### src/window_port_map.vh
// Register offsets, field positions, reset values and size codes for the window port
`ifndef WINDOW_PORT_MAP_VH
`define WINDOW_PORT_MAP_VH

// APB byte offsets
`define OFF_OUT_BUF      12'h000
`define OFF_IN_BUF       12'h004
`define OFF_DISP         12'h008
`define OFF_RELOC        12'h00c
`define OFF_BASE         12'h010
`define OFF_VECTOR       12'h014
`define OFF_CTRL         12'h018
`define OFF_STATUS       12'h01c
`define OFF_MASK         12'h020
`define OFF_TARGET       12'h024

// Control register fields
`define CTRL_PASS_BIT    0
`define CTRL_ORIG_BIT    1
`define CTRL_ERRCLR_BIT  2

// Status / mask fields
`define ST_CAPTURE_BIT   0
`define ST_ERROR_BIT     1
`define ST_MSG_BIT       2

// Reset values
`define RST_WORD16       16'h0000
`define RST_CTRL         2'h0
`define RST_IRQ          3'h0

// Window size codes: 0 = half-K words ... 6 = 32K words
`define SIZE_MAX         3'h6
`define DEC_LOW_BASE     10

// Field limits
`define BASE_FIELD_LSB   8
`define VEC_FIELD_MSB    9
`define VEC_FIELD_LSB    2
`define RELOC_SHIFT      2

`endif

### src/window_word_store.v
// Two-word storage, used for the local data buffer plus a spare word, registered read
`timescale 1ns/1ps
`include "window_port_map.vh"
module window_word_store (
    // Clock and reset
    input  wire        mclk,
    input  wire        rst_n,
    // Write port
    input  wire        wr_en,
    input  wire        wr_sel,
    input  wire [15:0] wr_data,
    // Read port
    input  wire        rd_sel,
    output reg  [15:0] rd_data
);

    reg [15:0] word_r [0:1];
    integer    i;

    // Both words cleared by bus initialize
    always @(posedge mclk) begin
        if (!rst_n) begin
            for (i = 0; i < 2; i = i + 1)
                word_r[i] <= `RST_WORD16;
            rd_data <= `RST_WORD16;
        end else begin
            if (wr_en)
                word_r[wr_sel] <= wr_data;
            rd_data <= word_r[rd_sel];
        end
    end

endmodule // window_word_store

### src/window_decoder.v
// Window compare and displacement mask for a selected window size
`timescale 1ns/1ps
`include "window_port_map.vh"
module window_decoder (
    // Clock and reset
    input  wire        mclk,
    input  wire        rst_n,
    // Configuration and address
    input  wire [2:0]  win_size,
    input  wire [7:0]  win_base,
    input  wire [17:0] orig_addr,
    input  wire        addr_valid,
    // Results
    output reg         match_r,
    output reg  [15:0] disp_r,
    output reg  [15:0] disp_mask_r
);

    reg [17:0] hi_mask;
    reg [17:0] base_full;
    reg [15:0] low_mask;

    // Boundary moves up one bit per doubling
    always @* begin
        low_mask  = 16'h03ff;
        if (win_size <= `SIZE_MAX)
            low_mask = (16'h03ff << win_size) | 16'h03ff;
        hi_mask   = ~{2'b00, low_mask};
        base_full = {win_base, 10'h000};
    end

    // Registered compare of bits 17:N against the base
    always @(posedge mclk) begin
        if (!rst_n) begin
            match_r     <= 1'b0;
            disp_r      <= `RST_WORD16;
            disp_mask_r <= 16'h03ff;
        end else begin
            match_r     <= addr_valid &&
                           ((orig_addr & hi_mask) == (base_full & hi_mask));
            disp_r      <= orig_addr[15:0] & low_mask;
            disp_mask_r <= low_mask;
        end
    end

endmodule // window_decoder

### src/window_port_regs.v
// Per-port register set of a two-bus address window, APB slave
//
// Decided for this implementation: the APB slave port and the register offsets.
`timescale 1ns/1ps
`include "window_port_map.vh"
module window_port_regs (
    // Clock and reset
    input  wire        mclk,
    input  wire        rst_n,
    // APB slave
    input  wire        psel,
    input  wire        penable,
    input  wire        pwrite,
    input  wire [11:0] paddr,
    input  wire [31:0] pwdata,
    output reg  [31:0] prdata,
    output reg         pready,
    output reg         pslverr,
    // Jumper straps (static pins)
    input  wire [2:0]  win_size_pin,
    input  wire [7:0]  win_base_pin,
    input  wire [7:0]  vector_pin,
    // Originator bus window cycle
    input  wire [17:0] orig_addr,
    input  wire        orig_valid,
    input  wire        orig_write,
    input  wire        orig_byte,
    input  wire [15:0] orig_wdata,
    input  wire        access_error,
    // Far port view
    input  wire [15:0] far_buf,
    input  wire [15:0] far_disp,
    input  wire [2:0]  far_size,
    // Target bus master side
    input  wire        target_master,
    input  wire        intr_cycle,
    output reg  [17:0] target_addr,
    output reg  [15:0] vector_out,
    output reg  [15:0] local_buf,
    output reg  [15:0] disp_out,
    // Interrupt
    output reg         irq
);

    // Pin synchronisers (jumpers and cycle strobes come from outside)
    reg [2:0]  size_s1_r, size_r;
    reg [7:0]  base_s1_r, base_r;
    reg [7:0]  vec_s1_r,  vec_r;
    reg [2:0]  fsize_s1_r, fsize_r;
    reg [17:0] addr_s1_r, addr_r;
    reg [3:0]  cyc_s1_r, cyc_r;
    reg [15:0] wd_s1_r, wd_r;
    reg        err_s1_r, err_r;
    reg        tm_s1_r, tm_r;
    reg        ic_s1_r, ic_r;
    reg [15:0] fbuf_s1_r, fbuf_r;
    reg [15:0] fdisp_s1_r, fdisp_r;

    always @(posedge mclk) begin
        if (!rst_n) begin
            size_s1_r <= 3'h0;  size_r <= 3'h0;
            base_s1_r <= 8'h00; base_r <= 8'h00;
            vec_s1_r  <= 8'h00; vec_r  <= 8'h00;
            fsize_s1_r <= 3'h0; fsize_r <= 3'h0;
            addr_s1_r <= 18'h00000; addr_r <= 18'h00000;
            cyc_s1_r  <= 4'h0;  cyc_r  <= 4'h0;
            wd_s1_r   <= 16'h0000; wd_r <= 16'h0000;
            err_s1_r  <= 1'b0;  err_r  <= 1'b0;
            tm_s1_r   <= 1'b0;  tm_r   <= 1'b0;
            ic_s1_r   <= 1'b0;  ic_r   <= 1'b0;
            fbuf_s1_r <= 16'h0000; fbuf_r <= 16'h0000;
            fdisp_s1_r <= 16'h0000; fdisp_r <= 16'h0000;
        end else begin
            size_s1_r <= win_size_pin;  size_r <= size_s1_r;
            base_s1_r <= win_base_pin;  base_r <= base_s1_r;
            vec_s1_r  <= vector_pin;    vec_r  <= vec_s1_r;
            fsize_s1_r <= far_size;     fsize_r <= fsize_s1_r;
            addr_s1_r <= orig_addr;     addr_r <= addr_s1_r;
            cyc_s1_r  <= {orig_valid, orig_write, orig_byte, 1'b0};
            cyc_r     <= cyc_s1_r;
            wd_s1_r   <= orig_wdata;    wd_r <= wd_s1_r;
            err_s1_r  <= access_error;  err_r <= err_s1_r;
            tm_s1_r   <= target_master; tm_r <= tm_s1_r;
            ic_s1_r   <= intr_cycle;    ic_r <= ic_s1_r;
            fbuf_s1_r <= far_buf;       fbuf_r <= fbuf_s1_r;
            fdisp_s1_r <= far_disp;     fdisp_r <= fdisp_s1_r;
        end
    end

    // Far words come from the other bus with no qualifier: a word is
    // taken only when two samples in a row agree, so a value caught
    // while its bits were still changing never reaches a register
    // read or the target address. Costs two cycles of latency.
    reg [15:0] fbuf_q_r,  fbuf_ok_r;
    reg [15:0] fdisp_q_r, fdisp_ok_r;

    always @(posedge mclk) begin
        if (!rst_n) begin
            fbuf_q_r   <= `RST_WORD16;
            fbuf_ok_r  <= `RST_WORD16;
            fdisp_q_r  <= `RST_WORD16;
            fdisp_ok_r <= `RST_WORD16;
        end else begin
            fbuf_q_r  <= fbuf_r;
            fdisp_q_r <= fdisp_r;
            // Hold the last settled word while samples disagree
            if (fbuf_r == fbuf_q_r)
                fbuf_ok_r <= fbuf_r;
            if (fdisp_r == fdisp_q_r)
                fdisp_ok_r <= fdisp_r;
        end
    end

    // Relocation field mask for a window size code
    function [15:0] reloc_mask;
        input [2:0] sz;
        begin
            if (sz <= `SIZE_MAX)
                reloc_mask = 16'hff00 << sz;
            else
                reloc_mask = 16'hff00;
        end
    endfunction

    // APB decode
    wire       acc    = psel && penable;
    wire       wr_acc = acc && pwrite;
    wire       rd_acc = acc && !pwrite;
    wire [15:0] wdat  = pwdata[15:0];

    // Control and state
    reg  [1:0]  ctrl_r;
    reg  [15:0] disp_r;
    reg  [15:0] reloc_r;
    reg         blocked_r;
    reg  [2:0]  status_r;
    reg  [2:0]  mask_r;
    reg  [2:0]  status_nxt;
    reg         cyc_d_r;

    wire pass_on  = ctrl_r[`CTRL_PASS_BIT];
    wire is_orig  = ctrl_r[`CTRL_ORIG_BIT];

    // Decoder on the originator address
    wire        dec_match;
    wire [15:0] dec_disp;
    wire [15:0] dec_mask;

    window_decoder u_dec (
        .mclk        (mclk),
        .rst_n       (rst_n),
        .win_size    (size_r),
        .win_base    (base_r),
        .orig_addr   (addr_r),
        .addr_valid  (cyc_r[3] && is_orig && pass_on),
        .match_r     (dec_match),
        .disp_r      (dec_disp),
        .disp_mask_r (dec_mask)
    );

    // One pulse per originator cycle, delayed to align with decoder
    reg  cyc_q_r;
    reg  [15:0] wd_q_r;
    reg  wr_q_r;
    wire cyc_event = dec_match && cyc_q_r && !cyc_d_r;

    always @(posedge mclk) begin
        if (!rst_n) begin
            cyc_q_r <= 1'b0;
            cyc_d_r <= 1'b0;
            wd_q_r  <= 16'h0000;
            wr_q_r  <= 1'b0;
        end else begin
            cyc_q_r <= cyc_r[3];
            cyc_d_r <= cyc_q_r;
            wd_q_r  <= wd_r;
            wr_q_r  <= cyc_r[2];
        end
    end

    // Window capture while the window is open. The access that raises
    // the error is still latched, so software can find the failing
    // displacement; later accesses are refused until the block is
    // cleared. The error pin passes two flip-flops, one fewer than the
    // cycle strobe, so the error arrives here one cycle ahead of it.
    wire capture = cyc_event && !blocked_r;

    // Data buffer write selection
    wire sw_buf_wr = wr_acc && (paddr == `OFF_OUT_BUF) &&
                     !(pass_on && is_orig);
    // A failing access leaves the buffer as it was
    wire hw_buf_wr = capture && wr_q_r && !err_r;
    wire [15:0] buf_wdata = hw_buf_wr ? wd_q_r : wdat;

    // Local buffer in word 0; word 1 unused spare
    wire [15:0] store_rd;

    window_word_store u_store (
        .mclk    (mclk),
        .rst_n   (rst_n),
        .wr_en   (hw_buf_wr || sw_buf_wr),
        .wr_sel  (1'b0),
        .wr_data (buf_wdata),
        .rd_sel  (1'b0),
        .rd_data (store_rd)
    );

    // Control, displacement, relocation and error block
    always @(posedge mclk) begin
        if (!rst_n) begin
            ctrl_r    <= `RST_CTRL;
            disp_r    <= `RST_WORD16;
            reloc_r   <= `RST_WORD16;
            blocked_r <= 1'b0;
            mask_r    <= `RST_IRQ;
        end else begin
            if (wr_acc && paddr == `OFF_CTRL)
                ctrl_r <= wdat[1:0];
            if (wr_acc && paddr == `OFF_MASK)
                mask_r <= wdat[2:0];
            // Relocation length follows the far window decoder
            if (wr_acc && paddr == `OFF_RELOC)
                reloc_r <= wdat & reloc_mask(fsize_r);
            // Error freezes the window until software clears it
            if (err_r && cyc_q_r)
                blocked_r <= 1'b1;
            else if (wr_acc && paddr == `OFF_CTRL && wdat[`CTRL_ERRCLR_BIT])
                blocked_r <= 1'b0;
            // Only hardware loads the displacement
            if (capture)
                disp_r <= dec_disp & dec_mask;
        end
    end

    // Sticky status: set wins over read-clear
    wire rd_status = rd_acc && paddr == `OFF_STATUS;
    wire msg_event = wr_acc && paddr == `OFF_OUT_BUF && sw_buf_wr;

    always @* begin
        status_nxt = rd_status ? 3'h0 : status_r;
        if (capture)
            status_nxt[`ST_CAPTURE_BIT] = 1'b1;
        if (err_r && cyc_q_r && !blocked_r)
            status_nxt[`ST_ERROR_BIT] = 1'b1;
        if (msg_event)
            status_nxt[`ST_MSG_BIT] = 1'b1;
    end

    always @(posedge mclk) begin
        if (!rst_n)
            status_r <= `RST_IRQ;
        else
            status_r <= status_nxt;
    end

    // Target address: far relocation bit k gives address bit k+2
    wire [15:0] far_rmask = reloc_mask(fsize_r);
    wire [17:0] far_hi = {reloc_r, 2'b00} & {far_rmask, 2'b00};
    // Displacement fills every address bit below the relocation field
    wire [17:0] far_lo = {2'b00, fdisp_ok_r} & ~{far_rmask, 2'b00};

    // Read mux. Status shows its next value: an event that lands at
    // the setup edge is returned now and cleared at the access edge,
    // instead of being cleared unseen.
    reg [15:0] rd_mux;
    reg        rd_ok;

    always @* begin
        rd_ok  = 1'b1;
        rd_mux = 16'h0000;
        case (paddr)
            `OFF_OUT_BUF: rd_mux = store_rd;
            `OFF_IN_BUF:  rd_mux = fbuf_ok_r;
            `OFF_DISP:    rd_mux = disp_r;
            `OFF_RELOC:   rd_mux = reloc_r & reloc_mask(fsize_r);
            `OFF_BASE:    rd_mux = {base_r, 8'h00};
            `OFF_VECTOR:  rd_mux = {6'h00, vec_r, 2'b00};
            `OFF_CTRL:    rd_mux = {13'h0000, blocked_r, ctrl_r};
            `OFF_STATUS:  rd_mux = {13'h0000, status_nxt};
            `OFF_MASK:    rd_mux = {13'h0000, mask_r};
            `OFF_TARGET:  rd_mux = target_addr[15:0];
            default:      rd_ok  = 1'b0;
        endcase
    end

    // APB answer: one-cycle access phase, error on unmapped address.
    // Read data is taken at the setup edge and stands for the whole
    // access cycle; there are no wait states.
    always @(posedge mclk) begin
        if (!rst_n) begin
            prdata  <= 32'h00000000;
            pready  <= 1'b0;
            pslverr <= 1'b0;
        end else begin
            pready  <= psel && !penable;
            pslverr <= psel && !penable && !rd_ok;
            if (psel && !penable && !pwrite)
                prdata <= {16'h0000, rd_mux};
        end
    end

    // Target bus drive and exported views
    always @(posedge mclk) begin
        if (!rst_n) begin
            target_addr <= 18'h00000;
            vector_out  <= 16'h0000;
            local_buf   <= 16'h0000;
            disp_out    <= 16'h0000;
            irq         <= 1'b0;
        end else begin
            // Relocation high bits plus far displacement
            if (tm_r)
                target_addr <= far_hi | far_lo;
            vector_out  <= ic_r ? {6'h00, vec_r, 2'b00} : 16'h0000;
            local_buf   <= store_rd;
            disp_out    <= disp_r;
            // Next status, so the line drops with the clearing read
            irq         <= |(status_nxt & mask_r);
        end
    end

endmodule // window_port_regs

### config.mk
export PLATFORM = sky130hd
export DESIGN_NAME = window_port_regs
export DESIGN_NICKNAME = d
export VERILOG_FILES = /design/src/window_word_store.v /design/src/window_decoder.v /design/src/window_port_regs.v
export VERILOG_INCLUDE_DIRS = /design/src /design/src/src
export SDC_FILE = /design/constraint.sdc
export NUM_CORES = 1
export LEC_CHECK = 0
export BUFFER_PORTS_ARGS = -buffer_cell sky130_fd_sc_hd__buf_2
export CAP_MARGIN = 20
export CORE_MARGIN = 8
export CORE_UTILIZATION = 55
export CTS_BUF_LIST = sky130_fd_sc_hd__clkbuf_16
export CTS_CLUSTER_SIZE = 10
export DETAILED_ROUTE_END_ITERATION = 12
export GPL_TIMING_DRIVEN = 1
export PLACE_DENSITY = 0.85
export SETUP_SLACK_MARGIN = 0.15
export SYNTH_ARGS = -nofsm -noshare
export SYNTH_HDL_FRONTEND = slang
export SYNTH_SLANG_ARGS = --single-unit
### constraint.sdc
create_clock -name mclk -period 6 [get_ports mclk]
set_input_delay 0.9 -clock mclk [delete_from_list [all_inputs] [get_ports mclk]]
set_output_delay 0.9 -clock mclk [all_outputs]
set_load 0.01 [all_outputs]
==> metrics.md <==
| Metric | Value |
|---|---|
| Routed WL | 34.0 mm |
| Worst Hold Class | flip-flop to flip-flop |
| Drt initial violations | 718 |
| Largest net degree at the start of global routing | 293 |
| Starting Density | 55.4% |
| Ant. Diodes | 0 |
| Number of flops mapped to enable cells by yosys | 16 |
| Synth Flop Type | dfxtp_1 |
| H-tree levels | 2 |
| Ys async rst share | 0% |
| Peak VDD IR | 0.000228 V |
| Vias in the first global route | 9812 |
| WL met3 | 2.71 mm |
| Register area | 8850 um2 |
| Die area | 32400 um2 |
| Placed cells | 1848 |
| Rows | 60 |
| Syn Std Cell Area | 14800 um2 |
| Setup crit start kind | flip-flop |
| Final worst path period need | 3180 ps |
| DRT antenna net count | 0 |
| Highest routed layer | met5 |
| Yosys reg bits | 434 |
| CP arrival | 3360 ps |
| Share of the yosys chip area belonging to registers | 59.9% |
| Via density | 5.15 |
| Worst-path clk slew | 60 ps |
| Clock Tree Root | clkbuf_16 |
| Slew Limit Fails | 0 |
| Hpwl dp | 24.1 mm |
| CP required | 6170 ps |
| Fin Setup TNS | 0 ps |
| Worst-case reg-to-reg path depth | 4 |
| Critical path origin | blocked_r$_SDFFE_PN0P_ |
| Distinct cells, synth | 56 |
| Placed inst area | 15900 um2 |
| Final net count | 1701 |
| Crit Reg-Reg Endpoint | u_store.word_r[0][11]$_SDFFCE_PN0P_ |
| Clk buf depth | 3 |
| Gpl congestion | 0.872 |
| Number of I/O port buffers | 202 |
| Setup Fix Bufs, Post-CTS | 0 |
| CP Capture Type | flip-flop |
| Final WS setup | 2820 ps |
| CP Max Fanout | 18 |
| Commonest non-fill, non-tap cell in the layout | dfxtp_1 |
| Pre-CTS setup slack | 2770 ps |
| Crit path to | u_store.word_r[0][11]$_SDFFCE_PN0P_ |
| TritonCTS Sinks | 434 |
| Max_cap viols | 0 |
| Hold Path Stages | 1 |
| RSZ-0062 raised after global routing | false |
| CTS tree | built |
| DRT Pass-1 Iters | 5 |
| Final period util | 53.0% |
| WL met2 | 15.6 mm |
| Multi-input gate area | 5510 um2 |
| Met1 WL | 14.5 mm |
| Setup violators final | 0 |
| Mean Syn Cell Area | 10.7 um2 |
| Leak | 7.32 nW |
| Total gr overflow | 0 |
| Post-cts resize count | 0 |
| Die Ht | 180 um |
| Hold_sp | wd_r[7]$_SDFF_PN0_ |
| Num CTS Buffers | 49 |
| Hold slack | 422 ps |
| PwrDens | 337 nW/um2 |
| Worst Max-Slew Pin Slew | 1070 ps |
| Status | finished clean |
| Final hold vios | 0 |
| FILL cells | 2060 |
| Worst slew margin | 28.4% |
| Post-layout util | 64.3% |
| Fraction of layout cells with a size suffix above 1 | 17.5% |
| Wire per inst | 17.8 um |
| Synth Instances | 1379 |
| Clk_lat worst skew | 560 ps |
| Area Overhead vs Synth | 16.1% |
| Clk_skew | 16.6 ps |
| Initial antenna violation count | 4 |
| R2R Setup Slk | 2820 ps |
| Reg2reg start | blocked_r$_SDFFE_PN0P_ |
| IO Pins | 244 |
| Yosys warnings | 0 |
| First-pass GRT wire length | 52.5 mm |
| Die Wd | 180 um |
| Total Power | 5.77 mW |
| DRC Markers | 0 |
| Most frequent cells in the layout | dfxtp_1 (418), and2_1 (304), buf_2 (201), nand2_1 (115), mux2i_1 (66) |
| GR Util All Layers | 20.3% |
| Final Non-Filler Cells | 1908 |
| Vias | 9835 |
| Max Clk Rate | 0.314 GHz |
| Critical path class | flip-flop to flip-flop |
| Post-cts hold buffer count | 0 |
| Finished Cell Area | 17100 um2 |
| Core area | 26700 um2 |
==> power breakdown <==
part / switching [mW] / internal, mW
logic: 0.132 / 0.115
registers: 0.0427 / 2.99
clock network: 1.05 / 1.45
==> kinds of logic (layout without fill, tap and decap cells) <==
kind of cell | after synthesis | count (layout) | share of synthesized area (%)
XOR/XNOR | 42 | 42 | 2.49
AO/OA/AOI/OAI | 143 | 143 | 6.44
AND/OR/NAND/NOR | 589 | 589 | 23.1
flip-flops | 434 | 434 | 59.9
buffers and inverters | 101 | 266 | 3.35
multiplexers | 69 | 69 | 4.70
other | 1 | 24 | 0.0254
==> flip-flops by register name, indices dropped and copies added (netlist names), 16 cells and up <==
| register | count |
|---|---|
| prdata | 16 |
| target_addr | 18 |
| u_store.word_r | 16 |
| fbuf_ok_r | 16 |
| wd_q_r | 16 |
| local_buf | 16 |
| addr_r | 18 |
| disp_out | 16 |
| fbuf_r | 16 |
| u_dec.disp_r | 16 |
| wd_s1_r | 16 |
| disp_r | 16 |
| fdisp_q_r | 16 |
| addr_s1_r | 18 |
| u_store.rd_data | 16 |
| wd_r | 16 |
| fdisp_r | 16 |
| fbuf_s1_r | 16 |
| fdisp_s1_r | 16 |
| fdisp_ok_r | 16 |
| fbuf_q_r | 16 |
==> synth_stat cells, types with 2 or more instances <==
cell      instances  area share, %
nand2b_1          3           0.13
nor2b_1          62            2.6
clkbuf_1         61            1.6
dfxtp_1         418             57
xnor2_1          22            1.3
a221oi_1          4           0.24
a211oi_1          3           0.15
buf_2            12           0.41
nand3_1          28           0.95
a21boi_0         25            1.3
o22ai_1           7           0.30
mux2i_1          66            4.5
a21oi_1          35            1.2
o21ai_0          23           0.78
nor3_1            9           0.30
nand3b_1          4           0.20
or3_1             2          0.085
xor2_1           20            1.2
nand4_1           6           0.25
nor4_1            4           0.17
mux2_2            3           0.23
and2_1          304             13
a32oi_1           4           0.24
edfxtp_1         16            3.3
o21a_1            2           0.10
and3b_1           3           0.18
buf_4            25            1.3
nor2_2            2          0.085
nor4b_1           2           0.12
a22o_1            2           0.12
o211a_1           5           0.34
nor4_4            3           0.43
a32o_1            2           0.14
nand2_1         115            2.9
o221ai_1          5           0.30
and3_1           15           0.64
nor2_1           18           0.46
a22oi_1          13           0.66
a31oi_1           8           0.34
buf_1             2          0.051
==> worst min-delay path by stage <==
stage	to	slack, ps
after floorplan	addr_r[0]$_SDFF_PN0_	410
after global placement	wd_r[7]$_SDFF_PN0_	410
after detailed placement	u_dec.disp_r[6]$_SDFF_PN0_	420
after CTS	tm_r$_SDFF_PN0_	420
after global routing	wd_r[4]$_SDFF_PN0_	440
final	wd_q_r[7]$_SDFF_PN0_	420
==> worst max-delay path: stages (launching register included) <==
cell and delay, ps:
dfxtp_1 320, and2b_1 260, and3b_1 650, nand3b_1 690, nand3_1 870
==> final cells by class <==
| type | instances | share of cell area [%] |
|---|---|---|
| sequential | 434 | 51.6 |
| multi-input combinational | 867 | 32.2 |
| clock buffer | 49 | 7.15 |
| timing repair buffer | 206 | 6.20 |
| tap | 341 | 2.49 |
| clock inverter | 11 | 0.409 |
==> per-layer routing <==
layer | global-route usage, % | vias up
met1 | 25.2 | 4534
li1 | - | 4835
met3 | 6.03 | 80
met2 | 32.9 | 378
met4 | 8.10 | 8
met5 | 0 | -
Power figures use the tool's default switching activity.
